===== src/common/usrw_pkg.sv =====
// package for the usb suspend / resume / remote wake-up block
// assumes a 40 MHz device clock and a byte-wide register port
package usrw_pkg;

    // clock and timing
    localparam int unsigned CLK_HZ         = 40_000_000;
    localparam int unsigned IDLE_SUSP_US   = 5000;   // idle time before suspend, us
    localparam int unsigned RESUME_MIN_US  = 1000;   // least k-state tail, us
    localparam int unsigned IDLE_SUSP_CYC  = (IDLE_SUSP_US * (CLK_HZ / 1_000_000));
    localparam int unsigned RESUME_MIN_CYC = (RESUME_MIN_US * (CLK_HZ / 1_000_000));

    // register map, byte addresses
    localparam logic [7:0] ADDR_STATUS   = 8'h00; // bus status: flags
    localparam logic [7:0] ADDR_CONTROL  = 8'h04; // bus control: wake request
    localparam logic [7:0] ADDR_PWRCTL   = 8'h08; // cpu power control
    localparam logic [7:0] ADDR_VECTOR   = 8'h0c; // interrupt vector
    localparam logic [7:0] ADDR_P3MASK   = 8'h10; // port three wake mask
    localparam logic [7:0] ADDR_IRQCTL   = 8'h14; // external irq enable

    // field positions
    localparam int unsigned STS_SUSPEND_REQUEST_FLAG_BIT = 0;     // suspend_request_flag
    localparam int unsigned STS_RESUME_REQUEST_FLAG_BIT = 1;     // resume_request_flag
    localparam int unsigned STS_SUSP_BIT = 2;     // clocks stopped
    localparam int unsigned STS_WAKE_BIT = 3;     // wake-up flip-flop
    localparam int unsigned STS_KDRV_BIT = 4;     // k state being driven
    localparam int unsigned CTL_WAKE_REQUEST_BIT_BIT = 0;     // wake_request_bit
    localparam int unsigned PWR_IDL_BIT  = 0;     // idle_mode_bit
    localparam int unsigned IRQ_EN_BIT   = 0;     // external_irq_enable
    localparam int unsigned XIRQ_P3_BIT  = 2;     // irq pin stands in for port bit 2

    // vectors and reset values
    localparam logic [7:0] VEC_NONE      = 8'h00;
    localparam logic [7:0] VEC_SUSPEND   = 8'h16;
    localparam logic [7:0] VEC_RESUME    = 8'h18;
    localparam logic [7:0] VEC_EXTIRQ    = 8'h1f;
    localparam logic [7:0] P3MASK_RST    = 8'hff;

    // register port request
    typedef struct packed {
        logic [7:0] addr;
        logic [7:0] wdata;
        logic       wr;
        logic       rd;
    } usrw_req_t;

    // upstream k-state sequencer
    typedef enum logic [1:0] {
        USRW_K_IDLE  = 2'b00,
        USRW_K_PULSE = 2'b01,
        USRW_K_TAIL  = 2'b10
    } usrw_kst_t;

endpackage : usrw_pkg


===== src/rtl/usrw_core.sv =====
// suspend, resume and remote wake-up logic of a full-speed usb function
// assumes line state already decoded to mclk, synchronous inputs, and a cpu
// on a byte register port with read data one cycle after the read strobe
//
// What this block does
// - after 5 ms of unbroken bus idle, declare suspend and interrupt cpu
// - suspend detection sets suspend request flag, which raises its interrupt
// - setting idle mode bit 0 of power control stops all clocks, cpu halts
// - any write to vector register showing 0x16 clears suspend request flag
// - non-idle bus while suspended restarts clocks and raises resume request
// - resume interrupt clears idle mode bit automatically
// - vector write during resume service clears resume request flag
// - wake request bit pulsed 1 then 0 makes the device drive k upstream
// - k signalling lasts wake pulse plus 1 ms
// - unmasked port three falling edge, ored and gated by suspend, is wake-up
// - rising wake term sets flip-flop that leaves suspend, restarts clocks
// - during suspend the external irq pin acts as port three bit 2
// - wake-up reaches cpu interrupt 0 only when external irq enable set
// - wake-up interrupt reports vector 0x1f like the external interrupt
// - external irq during suspend ignored while port bit 2 mask is set
//
// Implementation choices: the placing of the registers and the strobed register port.
`timescale 1ns/1ps

module usrw_core
    import usrw_pkg::*;
#(
    parameter int unsigned IDLE_CYC   = IDLE_SUSP_CYC,
    parameter int unsigned RESUME_CYC = RESUME_MIN_CYC
) (
    // clock and reset
    input  wire logic        mclk,
    input  wire logic        srst,
    // register port
    input  wire logic [7:0]  reg_addr,
    input  wire logic [7:0]  reg_wdata,
    input  wire logic        reg_wr,
    input  wire logic        reg_rd,
    output logic      [7:0]  reg_rdata,
    // usb line
    input  wire logic        bus_idle_j,
    output logic             k_drive,
    // port three and external irq pin (active low)
    input  wire logic [7:0]  port_three,
    input  wire logic        external_irq_pin_n,
    // cpu side
    output logic             susp_irq,
    output logic             resm_irq,
    output logic             int0_req,
    output logic             clk_run,
    output logic             cpu_halt
);

    usrw_req_t req;
    assign req = '{addr: reg_addr, wdata: reg_wdata, wr: reg_wr, rd: reg_rd};

    // registers
    logic [22:0] idle_cnt_q;
    logic [22:0] k_cnt_q;
    logic        suspend_request_flag_q, resume_request_flag_q, idl_q, susp_q, wake_ff_q, wake_request_bit_q, xen_q;
    logic        wterm_q, xirq_q, xirq_sync_q, xirq_dly_q, run_q;
    logic [7:0]  mask_q, vec_q, rdata_q;
    usrw_kst_t   kst_q;
    logic        k_drive_q, int0_q;

    function automatic logic hit(input usrw_req_t r, input logic [7:0] a);
        return r.wr && (r.addr == a);
    endfunction : hit

    // decode
    wire wr_control = hit(req, ADDR_CONTROL);
    wire wr_pwr     = hit(req, ADDR_PWRCTL);
    wire wr_vector  = hit(req, ADDR_VECTOR);
    wire wr_mask    = hit(req, ADDR_P3MASK);
    wire wr_irq     = hit(req, ADDR_IRQCTL);

    // idle detection: count only while awake, the counter is cleared while the clocks are stopped;
    // it parks one past the match so suspend is flagged once and a vector write sticks
    wire idle_full   = (idle_cnt_q >= 23'(IDLE_CYC));
    wire susp_detect = bus_idle_j && (idle_cnt_q == 23'(IDLE_CYC - 1));
    wire bus_active  = !bus_idle_j;

    // wake-up term: pin replaces port bit 2 only while suspended
    logic [7:0] p3_eff;
    always_comb begin
        p3_eff = port_three;
        if (susp_q)
            p3_eff[XIRQ_P3_BIT] = external_irq_pin_n;
    end
    wire wake_term  = susp_q && |(~p3_eff & ~mask_q);         // low inputs, unmasked
    wire wake_rise  = wake_term && !wterm_q;
    wire resume_ev  = susp_q && bus_active;
    wire leave_susp = susp_q && (resume_ev || wake_ff_q);

    // vector clears, set wins over clear
    wire clr_suspend_request_flag = wr_vector && (vec_q == VEC_SUSPEND);
    wire clr_resume_request_flag = wr_vector && (vec_q == VEC_RESUME);

    // external irq synchroniser only moves while clocks run; masked pin is lost
    // pin fall is taken behind the second stage, never from the first one
    wire xirq_fall = xirq_dly_q && !xirq_sync_q && !susp_q;
    wire int0_d    = xen_q && (xirq_fall || wake_rise);

    // vector: highest priority pending source
    logic [7:0] vec_d;
    always_comb begin
        if (suspend_request_flag_q)
            vec_d = VEC_SUSPEND;
        else if (resume_request_flag_q)
            vec_d = VEC_RESUME;
        else if (int0_q)
            vec_d = VEC_EXTIRQ;
        else
            vec_d = VEC_NONE;
    end

    // read mux
    logic [7:0] rdata_d;
    always_comb begin
        rdata_d = 8'h00;
        unique case (req.addr)
            ADDR_STATUS:  rdata_d = {3'h0, k_drive_q, wake_ff_q, susp_q, resume_request_flag_q, suspend_request_flag_q};
            ADDR_CONTROL: rdata_d = {7'h00, wake_request_bit_q};
            ADDR_PWRCTL:  rdata_d = {7'h00, idl_q};
            ADDR_VECTOR:  rdata_d = vec_q;
            ADDR_P3MASK:  rdata_d = mask_q;
            ADDR_IRQCTL:  rdata_d = {7'h00, xen_q};
            default:      rdata_d = 8'h00;
        endcase
        if (!req.rd)
            rdata_d = 8'h00;
    end

    // k-state sequencer: k during the pulse, then a fixed tail
    usrw_kst_t kst_d;
    logic [22:0] k_cnt_d;
    always_comb begin
        kst_d   = kst_q;
        k_cnt_d = k_cnt_q;
        unique case (kst_q)
            USRW_K_IDLE: if (wake_request_bit_q) begin
                kst_d = USRW_K_PULSE;
            end
            USRW_K_PULSE: if (!wake_request_bit_q) begin
                kst_d   = USRW_K_TAIL;
                k_cnt_d = 23'h0;
            end
            USRW_K_TAIL: begin
                k_cnt_d = k_cnt_q + 23'h1;
                if (k_cnt_q == 23'(RESUME_CYC - 1))
                    kst_d = USRW_K_IDLE;                       // pulse plus 1 ms
            end
            default: kst_d = USRW_K_IDLE;
        endcase
    end

    // idle counter
    always_ff @(posedge mclk) begin
        if (srst || bus_active || susp_q)
            idle_cnt_q <= 23'h0;
        else if (!idle_full)
            idle_cnt_q <= idle_cnt_q + 23'h1;
    end

    // request flags
    always_ff @(posedge mclk) begin
        if (srst) begin
            suspend_request_flag_q <= 1'b0;
            resume_request_flag_q <= 1'b0;
        end else begin
            suspend_request_flag_q <= susp_detect | (suspend_request_flag_q & ~clr_suspend_request_flag);
            resume_request_flag_q <= resume_ev | (resume_request_flag_q & ~clr_resume_request_flag);
        end
    end

    // idle mode and suspended state; clocks stop when idle bit is set
    always_ff @(posedge mclk) begin
        if (srst) begin
            idl_q  <= 1'b0;
            susp_q <= 1'b0;
            run_q  <= 1'b1;
        end else begin
            if (resume_ev)
                idl_q <= 1'b0;
            else if (wr_pwr)
                idl_q <= req.wdata[PWR_IDL_BIT];
            if (leave_susp) begin
                susp_q <= 1'b0;
                run_q  <= 1'b1;
            end else if (wr_pwr && req.wdata[PWR_IDL_BIT]) begin
                susp_q <= 1'b1;
                run_q  <= 1'b0;
            end
        end
    end

    // wake-up flip-flop, cleared once suspend is left
    always_ff @(posedge mclk) begin
        if (srst || !susp_q)
            wake_ff_q <= 1'b0;
        else if (wake_rise)
            wake_ff_q <= 1'b1;
        wterm_q <= srst ? 1'b0 : wake_term;
    end

    // control registers
    always_ff @(posedge mclk) begin
        if (srst) begin
            wake_request_bit_q <= 1'b0;
            xen_q  <= 1'b0;
            mask_q <= P3MASK_RST;
        end else begin
            if (wr_control)
                wake_request_bit_q <= req.wdata[CTL_WAKE_REQUEST_BIT_BIT];
            if (wr_irq)
                xen_q <= req.wdata[IRQ_EN_BIT];
            if (wr_mask)
                mask_q <= req.wdata;
        end
    end

    // external irq synchroniser, held while clocks are stopped
    always_ff @(posedge mclk) begin
        if (srst) begin
            xirq_q      <= 1'b1;
            xirq_sync_q <= 1'b1;
            xirq_dly_q  <= 1'b1;
        end else if (!susp_q) begin
            xirq_q      <= external_irq_pin_n;
            xirq_sync_q <= xirq_q;
            xirq_dly_q  <= xirq_sync_q;
        end
    end

    // sequencer, vector, outputs
    always_ff @(posedge mclk) begin
        if (srst) begin
            kst_q     <= USRW_K_IDLE;
            k_cnt_q   <= 23'h0;
            vec_q     <= VEC_NONE;
            rdata_q   <= 8'h00;
            k_drive_q <= 1'b0;
            int0_q    <= 1'b0;
        end else begin
            kst_q     <= kst_d;
            k_cnt_q   <= k_cnt_d;
            vec_q     <= vec_d;
            rdata_q   <= rdata_d;
            k_drive_q <= (kst_d != USRW_K_IDLE);
            int0_q    <= int0_d | (int0_q & ~(wr_vector && vec_q == VEC_EXTIRQ));
        end
    end

    assign reg_rdata = rdata_q;
    assign k_drive   = k_drive_q;
    assign susp_irq  = suspend_request_flag_q;
    assign resm_irq  = resume_request_flag_q;
    assign int0_req  = int0_q;
    assign clk_run   = run_q;
    assign cpu_halt  = idl_q;

endmodule : usrw_core


===== config.mk =====
export PLATFORM = sky130hd
export DESIGN_NAME = usrw_core
export DESIGN_NICKNAME = d
export VERILOG_FILES = /design/src/common/usrw_pkg.sv /design/src/rtl/usrw_core.sv
export SDC_FILE = /design/constraint.sdc
export NUM_CORES = 1
export LEC_CHECK = 0
export BUFFER_PORTS_ARGS = -buffer_cell sky130_fd_sc_hd__buf_2
export CORE_ASPECT_RATIO = 0.8
export CORE_MARGIN = 1
export CORE_UTILIZATION = 63
export DETAILED_ROUTE_END_ITERATION = 16
export PLACE_DENSITY_LB_ADDON = 0.15
export SYNTH_ARGS = -nofsm -noshare
export SYNTH_HDL_FRONTEND = slang
export SYNTH_SLANG_ARGS = --single-unit

===== constraint.sdc =====
create_clock -name mclk -period 4.2 [get_ports mclk]
set_clock_uncertainty 0.15 [all_clocks]
set_input_delay 0.84 -clock mclk [delete_from_list [all_inputs] [get_ports mclk]]
set_output_delay 0.84 -clock mclk [all_outputs]
set_load 0.02 [all_outputs]

==> flow_metrics.env, run 1 <==
export IMPL_cts_buffers=9
export IMPL_clk_path_buf_depth=2
export IMPL_yosysWarnings=0
export IMPL_worstPathRequired_ps=4290
export IMPL_fin_util_pct=73.5
export IMPL_dr_pass1_iters=5
export IMPL_place_inst=564
export IMPL_report_final_slew_viol_count=0
export IMPL_min_period_over_period_pct=58.8
export IMPL_io_pins=44
export IMPL_critPathTopFamily="simple AND/OR/NAND/NOR gates"
export IMPL_area_delta_synth_final_pct=11.5
export IMPL_finalSetupTns_ps=0
export IMPL_grt_pass1_wl_um=14300
export IMPL_synth_area_per_cell_um2=8.57
export IMPL_worstMarginPinSlew_ps=1020
export IMPL_syn_area_um2=3940
export IMPL_ys_types=53
export IMPL_drv_cap=0
export IMPL_viasPerCell=6.37
export IMPL_drc=0
export IMPL_gp_congestion=0.876
export IMPL_grt_usage_pct=27.2
export IMPL_layout_min_cycle_time_ps=2470
export IMPL_grt_antenna_before_repair=0
export IMPL_power_density_nw_per_um2=324
export IMPL_cp_max_fo=16
export IMPL_clock_latency_ps=350
export IMPL_syn_inst=460
export IMPL_overflow=0
export IMPL_synth_main_ff_cell="dfxtp_1"
export IMPL_yosysTopAreaCellShare_pct=41.7
export IMPL_post_cts_setup_buffers=0
export IMPL_final_hold_violation_count=0
export IMPL_min_path_type="reg2reg"
export IMPL_chipWidth_um=90.4
export IMPL_place_hpwl_um=6000
export IMPL_cts_root_buf="clkbuf_8"
export IMPL_ys_ff_latch=82
export IMPL_startpoint_type="input port"
export IMPL_cp_end_kind="flip-flop"
export IMPL_synthSimpleGateAreaFrac_pct=31.2
export IMPL_p_leak_nw=1.54
export IMPL_synth_compound_area_share_pct=18.1
export IMPL_vdd_drop_max_v=0.000275
export IMPL_synth_mux_area_share_pct=4.16
export IMPL_htree_num_levels=3
export IMPL_num_rows=25
export IMPL_slew_headroom_pct=31.8
export IMPL_drive_gt1_share_pct=13.7
export IMPL_cpMaxStageDelayCell="nor4b_1"
export IMPL_cts_tree="yes"
export IMPL_diodes=0
export IMPL_cts_sinks=82
export IMPL_grt_max_degree=56
export IMPL_wl_per_cell_um=15.2
export IMPL_hold_worst_slack_ps=315
export IMPL_port_buffers=42
export IMPL_stdcell_area_um2=4390
export IMPL_slowest_delay_ps=580
export IMPL_num_vias=3688
export IMPL_synth_fa_ha_area_share_pct=0.953
export IMPL_layout_nets=527
export IMPL_worst_ep_arrival_time_ps=2560
export IMPL_max_freq_ghz=0.405
export IMPL_grt_pass1_vias=3045
export IMPL_drt_total_wl_um=8780
export IMPL_syn_nets=493
export IMPL_start_util_pct=65.9
export IMPL_async_reset_ff_share_pct=0
export IMPL_dieArea_um2=6580
export IMPL_synth_edf_count=0
export IMPL_cts_resized=0
export IMPL_worstPathCellList="buf_2 -> nor4b_1 -> nand3_1 -> a211o_1"
export IMPL_synth_top_family_by_area="simple AND/OR/NAND/NOR gates"
export IMPL_fill_cells=472
export IMPL_ctsHoldBuffers=0
export IMPL_cp_num_buf_inv=1
export IMPL_netlist_top_cells_area="dfxtp_1, a21oi_1, nand2_1, mux2i_1, nand4_1"
export IMPL_place_area_um2=4190
export IMPL_status="finished, final reports clean"
export IMPL_seq_area_frac_synth_pct=41.7
export IMPL_synth_xor_area_share_pct=0
export IMPL_core_area_um2=5970
export IMPL_drt_iter0_drc=306
export IMPL_synth_top_area_cell="dfxtp_1"
export IMPL_path_clk_slew_ps=70
export IMPL_die_y_um=72.7
export IMPL_setup_violations=0
export IMPL_final_antenna_net_count=0
export IMPL_instances_no_fill=579
export IMPL_path_class="in2reg"
export IMPL_rsz0062_at_grt="false"
## cell families after synthesis
| group | after synthesis |
|---|---|
| buf+inv | 38 |
| mux | 16 |
| fa+ha+maj | 3 |
| simple gates | 216 |
| compound gates | 105 |
| flops | 82 |
## synthesized netlist by cell type, types with 4 or more instances
cell type / instances
a211o_1: 11
a21oi_1: 35
a22oi_1: 4
a311oi_1: 5
a31oi_1: 4
and2_1: 8
and3_1: 10
and4_1: 8
buf_2: 5
clkbuf_1: 14
dfxtp_1: 82
inv_1: 15
mux2i_1: 13
nand2_1: 35
nand2b_1: 15
nand3_1: 20
nand4_1: 20
nor2_1: 30
nor2b_1: 10
nor3_1: 9
nor3b_1: 5
nor4_1: 11
nor4b_1: 4
o211ai_1: 4
o21ai_0: 12
o22a_1: 4
o311ai_0: 5
o31ai_1: 7
or3_1: 8
or4_1: 11
## layout make-up
type	instances	area (um2)	area share [%]
clock inverters	3	65.1	1.48
multi-input cells	340	2150	49.0
repair buffers	46	240	5.47
flip-flops and latches	82	1640	37.4
well taps	81	101	2.31
inverters	15	56.3	1.28
clock buffers	12	135	3.08
## flip-flops by register name, indices dropped and copies added (netlist names), 2 cells and up
name and cells:
idle_cnt_q 23, k_cnt_q 23, mask_q 8, reg_rdata 8, vec_q 4, kst_q 2
## power breakdown
group,total [mW],switching [mW],internal [mW]
sequential,0.781,0.00198,0.779
combinational,0.0517,0.0316,0.0201
clock,0.590,0.259,0.331
total,1.42,0.292,1.13
## placed cells by master, fill, tap and decap left out, drive strengths merged, types with 5 or more instances in the layout
cell type  synthesis  routed
or4               12      12
nand3             20      20
buf                9      46
nor2b             10      10
clkbuf            14      12
dfxtp             82      82
o311ai             5       5
nor3b              5       5
nor2              30      30
o31ai              7       7
nand2             35      35
and3              10      10
or3                8       8
and4               8       8
nor3               9       9
o21ai             12      12
a311oi             5       5
a21oi             35      35
mux2i             13      13
and2               8       8
nand2b            15      15
nand4             20      20
nor4              11      11
inv               15      15
a211o             11      11
## worst reg2reg max path: cells and delay by family, from the launching register on
family | cells | cell delay (ps)
AO/OA/AOI/OAI | 2 | 730
AND/OR/NAND/NOR | 2 | 1130
flip-flops | 1 | 310
## path summary, 6_finish.rpt
check / from / to / slack (ps) / depth (start not counted)
max: reg_addr[2] / mask_q[7] / 1730 / 4
min: xirq_dly_q / xirq_dly_q / 320 / 1
max reg2reg: idle_cnt_q[19] / idle_cnt_q[11] / 1810 / 4
min reg2reg: xirq_dly_q / xirq_dly_q / 320 / 1
## routing by layer
| metal | wire (um) | vias to the layer above | track usage, % |
|---|---|---|---|
| met5 | 0 | - | 0 |
| met4 | 87 | 0 | 8.06 |
| met3 | 688 | 10 | 8.33 |
| met2 | 3810 | 146 | 42.2 |
| met1 | 4190 | 1725 | 36.8 |
| li1 | - | 1807 | - |
## per-stage QoR
stage          worst slack [ps]  power, mW
5_1_grt                    1520       1.47
2_1_floorplan              1830      0.827
4_1_cts                    1770       1.44
3_5_place_dp               1410      0.850
6_report                   1730       1.42
3_3_place_gp               1450      0.848
(Power assumes the default switching activity.)
==> run 2, diff against run 1 <==
--- a/config.mk
+++ b/config.mk
@@ -8,7 +8,7 @@
 export BUFFER_PORTS_ARGS = -buffer_cell sky130_fd_sc_hd__buf_2
 export CORE_ASPECT_RATIO = 0.8
 export CORE_MARGIN = 1
-export CORE_UTILIZATION = 63
+export CORE_UTILIZATION = 58
 export DETAILED_ROUTE_END_ITERATION = 16
 export PLACE_DENSITY_LB_ADDON = 0.15
 export SYNTH_ARGS = -nofsm -noshare
==> constraint.sdc (replaced) <==
create_clock -name mclk -period 2.35 [get_ports mclk]
set_clock_uncertainty 0.15 [all_clocks]
set_input_delay 0.47 -clock mclk [delete_from_list [all_inputs] [get_ports mclk]]
set_output_delay 0.47 -clock mclk [all_outputs]
set_load 0.02 [all_outputs]
==> flow_metrics.env, run 2 (synthesized netlist as in run 1, its figures left out) <==
export IMPL_diodes=0
export IMPL_rsz0062_at_grt="false"
export IMPL_layout_commonest_cell="dfxtp_1"
export IMPL_grt_max_degree=33
export IMPL_layout_nets=539
export IMPL_layout_min_cycle_time_ps=2170
export IMPL_overflow=0
export IMPL_port_buffers=42
export IMPL_cts_root_buf="clkbuf_8"
export IMPL_fill_cells=521
export IMPL_chipWidth_um=94.2
export IMPL_min_period_over_period_pct=92.5
export IMPL_cts_tree="yes"
export IMPL_vdd_drop_max_v=0.000416
export IMPL_place_ws_ps=196
export IMPL_cts_resized=0
export IMPL_cp_end_kind="flip-flop"
export IMPL_die_y_um=75.7
export IMPL_max_freq_ghz=0.460
export IMPL_min_path_type="in2reg"
export IMPL_drc=0
export IMPL_worstPathRequired_ps=2480
export IMPL_startpoint_type="flip-flop"
export IMPL_path_clk_slew_ps=80
export IMPL_clock_latency_ps=350
export IMPL_io_pins=44
export IMPL_hold_start="reg_wdata[7]"
export IMPL_largestRegisters="idle_cnt_q: 23 flops, k_cnt_q: 23 flops"
export IMPL_htree_num_levels=3
export IMPL_cts_buffers=9
export IMPL_layout_common_cells="dfxtp_1, buf_2, nand2_1, a21oi_1, nor2_1"
export IMPL_final_antenna_net_count=0
export IMPL_finalPower_mw=2.57
export IMPL_wl_per_cell_um=14.8
export IMPL_worst_slack_ps=176
export IMPL_clk_path_buf_depth=2
export IMPL_multi_input_area_um2=2150
export IMPL_dieArea_um2=7130
export IMPL_drt_total_wl_um=8790
export IMPL_gp_congestion=0.890
export IMPL_worstReg2RegStart="idle_cnt_q[19]"
export IMPL_worst_ep_arrival_time_ps=2300
export IMPL_power_density_nw_per_um2=570
export IMPL_area_delta_synth_final_pct=14.4
export IMPL_post_cts_setup_buffers=0
export IMPL_register_area_um2=1640
export IMPL_grt_antenna_before_repair=0
export IMPL_cp_num_buf_inv=1
export IMPL_critPathTopFamily="simple AND/OR/NAND/NOR gates"
export IMPL_cp_max_fo=24
export IMPL_worstMarginPinSlew_ps=588
export IMPL_report_final_slew_viol_count=0
export IMPL_final_hold_violation_count=0
export IMPL_num_vias=3704
export IMPL_core_area_um2=6470
export IMPL_worstSetupStartpoint="idle_cnt_q[19]"
export IMPL_path_class="reg2reg"
export IMPL_grt_usage_pct=25.3
export IMPL_status="finished, final reports clean"
export IMPL_dr_pass1_iters=5
export IMPL_drt_iter0_drc=315
export IMPL_worstPathCellList="or4_4 -> a311o_1 -> buf_12 -> or4_1 -> a21oi_1"
export IMPL_slew_headroom_pct=60.2
export IMPL_setup_violations=0
export IMPL_grt_pass1_wl_um=14200
export IMPL_slowest_delay_ps=540
export IMPL_cts_sinks=82
export IMPL_ctsHoldBuffers=0
export IMPL_p_leak_nw=1.61
export IMPL_grt_pass1_vias=3079
export IMPL_num_rows=26
export IMPL_viasPerCell=6.23
export IMPL_place_hpwl_um=6240
export IMPL_drive_gt1_share_pct=16.0
export IMPL_cpMaxStageDelayCell="or4_4"
export IMPL_drv_cap=0
export IMPL_start_util_pct=60.9
export IMPL_finalSetupTns_ps=0
## run 2: worst reg2reg max path, stage by stage, from the launching register on
cell and delay (ps):
dfxtp_1 320, or4_4 540, a311o_1 320, buf_12 170, or4_1 470, a21oi_1 140
## run 2: cell type report
cell class                 instances  share of cell area [%]
inverter                          15                    1.25
tap                               84                    2.33
clock buffer                      11                    2.91
sequential                        82                    36.4
clock inverter                     5                    1.75
multi-input combinational        340                    47.8
timing repair buffer              58                    7.60
## run 2: worst paths after layout
path,slack (ps),end,depth (start not counted)
hold / removal,280,mask_q[7],4
setup / recovery,180,idle_cnt_q[3],5
hold reg to reg,310,xirq_q,1
setup reg to reg,180,idle_cnt_q[3],5
## run 2: metrics by stage
| stage | hold WS [ps] | cells | cell area (um2) | utilization, % |
|---|---|---|---|---|
| after global placement | 283 | 579 | 4300 | 66.4 |
| after floorplan | 277 | 460 | 3940 | - |
| final | 282 | 595 | 4510 | 69.7 |
| after CTS | 270 | 595 | 4510 | 69.7 |
| after detailed placement | 298 | 579 | 4300 | 66.4 |
| after global routing | 297 | 595 | 4510 | 69.7 |
## run 2: layer usage
| layer | wire [um] | part of all wire (%) | track usage (%) | up-vias |
|---|---|---|---|---|
| met2 | 3740 | 43 | 38.9 | 141 |
| li1 | - | - | - | 1843 |
| met1 | 4280 | 49 | 35.6 | 1712 |
| met4 | 60 | 0.68 | 5.64 | 0 |
| met3 | 703 | 8.0 | 6.89 | 8 |
| met5 | 0 | 0 | 0 | - |
## run 2: where the power goes
part / switching, mW / internal [mW]
combinational: 0.0560 / 0.0390
sequential: 0.00328 / 1.39
clock: 0.483 / 0.598
==> run 3, diff against run 2 <==
--- a/config.mk
+++ b/config.mk
@@ -10,7 +10,7 @@
 export CORE_MARGIN = 1
 export CORE_UTILIZATION = 58
 export DETAILED_ROUTE_END_ITERATION = 16
-export PLACE_DENSITY_LB_ADDON = 0.15
+export PLACE_DENSITY = 0.75
 export SYNTH_ARGS = -nofsm -noshare
 export SYNTH_HDL_FRONTEND = slang
 export SYNTH_SLANG_ARGS = --single-unit
==> flow_metrics.env, run 3 (synthesized netlist as in run 1, its figures left out) <==
export IMPL_status="finished, final reports clean"
export IMPL_clock_latency_ps=360
export IMPL_dieArea_um2=7130
export IMPL_cts_root_buf="clkbuf_8"
export IMPL_r2r_end="idle_cnt_q[3]"
export IMPL_diodes=0
export IMPL_worstReg2RegStart="idle_cnt_q[19]"
export IMPL_cpMaxStageDelayCell="or4_4"
export IMPL_drc=0
export IMPL_layout_min_cycle_time_ps=2190
export IMPL_cp_end_kind="flip-flop"
export IMPL_p_sw_share_pct=21.4
export IMPL_area_delta_synth_final_pct=14.4
export IMPL_layout_nets=539
export IMPL_grt_antenna_before_repair=0
export IMPL_wl_per_cell_um=15.3
export IMPL_worstMarginPinSlew_ps=535
export IMPL_largestRegisters="idle_cnt_q: 23 flops, k_cnt_q: 23 flops"
export IMPL_cts_buffers=9
export IMPL_gp_congestion=0.826
export IMPL_min_period_over_period_pct=93.1
export IMPL_die_y_um=75.7
export IMPL_power_density_nw_per_um2=571
export IMPL_p_sw_mw=0.550
export IMPL_slowest_delay_ps=540
export IMPL_cts_tree="yes"
export IMPL_combinationalPowerShare_pct=3.8
export IMPL_finalSetupTns_ps=0
export IMPL_worstSetupStartpoint="idle_cnt_q[19]"
export IMPL_htree_num_levels=3
export IMPL_overflow=0
export IMPL_critPathTopFamily="simple AND/OR/NAND/NOR gates"
export IMPL_clk_path_buf_depth=2
export IMPL_setup_violations=0
export IMPL_path_clk_slew_ps=90
export IMPL_max_freq_ghz=0.457
export IMPL_port_buffers=42
export IMPL_worstPathCellList="or4_4 -> a311o_1 -> buf_12 -> or4_1 -> a21oi_1"
export IMPL_start_util_pct=60.9
export IMPL_clkPwrFrac_pct=42.0
export IMPL_viasPerCell=6.22
export IMPL_cp_max_fo=24
export IMPL_cp_num_buf_inv=1
export IMPL_vdd_drop_max_v=0.000399
export IMPL_r2r_slack_ps=160
export IMPL_worstPathRequired_ps=2490
export IMPL_io_pins=44
export IMPL_place_hpwl_um=6360
export IMPL_layout_common_cells="dfxtp_1, buf_2, nand2_1, a21oi_1, nor2_1"
export IMPL_grt_pass1_vias=3182
export IMPL_chipWidth_um=94.2
export IMPL_slew_headroom_pct=63.8
export IMPL_r2r_cells=5
export IMPL_startpoint_type="flip-flop"
export IMPL_drt_iter0_drc=224
export IMPL_dr_pass1_iters=5
export IMPL_rsz0062_at_grt="false"
export IMPL_num_vias=3695
export IMPL_worst_ep_arrival_time_ps=2330
export IMPL_post_cts_setup_buffers=0
export IMPL_grt_max_degree=27
export IMPL_crit_cells=5
export IMPL_drv_cap=0
export IMPL_core_area_um2=6470
export IMPL_final_hold_violation_count=0
export IMPL_num_rows=26
export IMPL_grt_pass1_wl_um=15000
export IMPL_report_final_slew_viol_count=0
export IMPL_internal_power_mw=2.02
export IMPL_cts_resized=0
export IMPL_layout_commonest_cell="dfxtp_1"
export IMPL_crit_end="idle_cnt_q[3]"
export IMPL_final_antenna_net_count=0
export IMPL_min_path_type="in2reg"
export IMPL_cts_sinks=82
export IMPL_grt_usage_pct=26.8
export IMPL_pwr_share_seq_pct=54.2
export IMPL_drt_total_wl_um=9080
export IMPL_ctsHoldBuffers=0
export IMPL_fin_util_pct=69.6
export IMPL_drive_gt1_share_pct=16.1
export IMPL_path_class="reg2reg"
export IMPL_p_leak_nw=1.60
export IMPL_hold_depth=3
run 3: cell count changes in the layout (fill, tap and decap cells not counted), sizes merged:
cell      previous run  this run
clkbuf              11        10
clkinv               3         1
clkinvlp             0         2
run 3: power by group through the flow:
stage / logic, mW / registers, mW / clock network (mW)
floorplan: 0.0498 / 1.43 / 0
global placement: 0.0930 / 1.43 / 0
detailed placement: 0.0959 / 1.43 / 0
CTS: 0.0967 / 1.40 / 1.10
global route: 0.108 / 1.40 / 1.15
finish: 0.0970 / 1.40 / 1.08
run 3: worst min path at each step:
stage	slack, ps	start	to
floorplan	280	xirq_dly_q	xirq_dly_q
global placement	280	xirq_dly_q	xirq_dly_q
detailed placement	300	idle_cnt_q[22]	idle_cnt_q[22]
CTS	260	reg_wdata[0]	wake_request_bit_q
global route	260	reg_wdata[0]	wake_request_bit_q
finish	270	reg_wdata[0]	wake_request_bit_q
run 3: tightest hold or removal path, cell delays in order:
cell and delay, ps:
buf_2 130, mux2i_1 70, nor2_1 70
run 3: through the flow:
| stage | power, mW | setup WS (ps) | instance area [um2] | hold slack (ps) | cells |
|---|---|---|---|---|---|
| after floorplan | 1.48 | 309 | 3940 | 277 | 460 |
| after global placement | 1.52 | 228 | 4300 | 284 | 579 |
| after detailed placement | 1.52 | 189 | 4300 | 295 | 579 |
| after CTS | 2.60 | 162 | 4510 | 257 | 594 |
| after global routing | 2.66 | 39.2 | 4510 | 260 | 594 |
| final | 2.57 | 161 | 4510 | 268 | 594 |
run 3: area by class of cell:
type / count / area, um2
clock buffers: 10 / 128
clock inverters: 5 / 80.1
fillers: 539 / 1970
well taps: 84 / 105
multi-input cells: 340 / 2150
repair buffers: 58 / 343
flip-flops and latches: 82 / 1640
inverters: 15 / 56.3
run 3: routing by layer:
layer	track usage [%]	vias to the layer above	wire length (um)
li1	-	1831	-
met1	37.3	1749	4500
met2	41.4	109	3960
met3	6.69	6	550
met4	7.52	0	69
met5	0	-	0
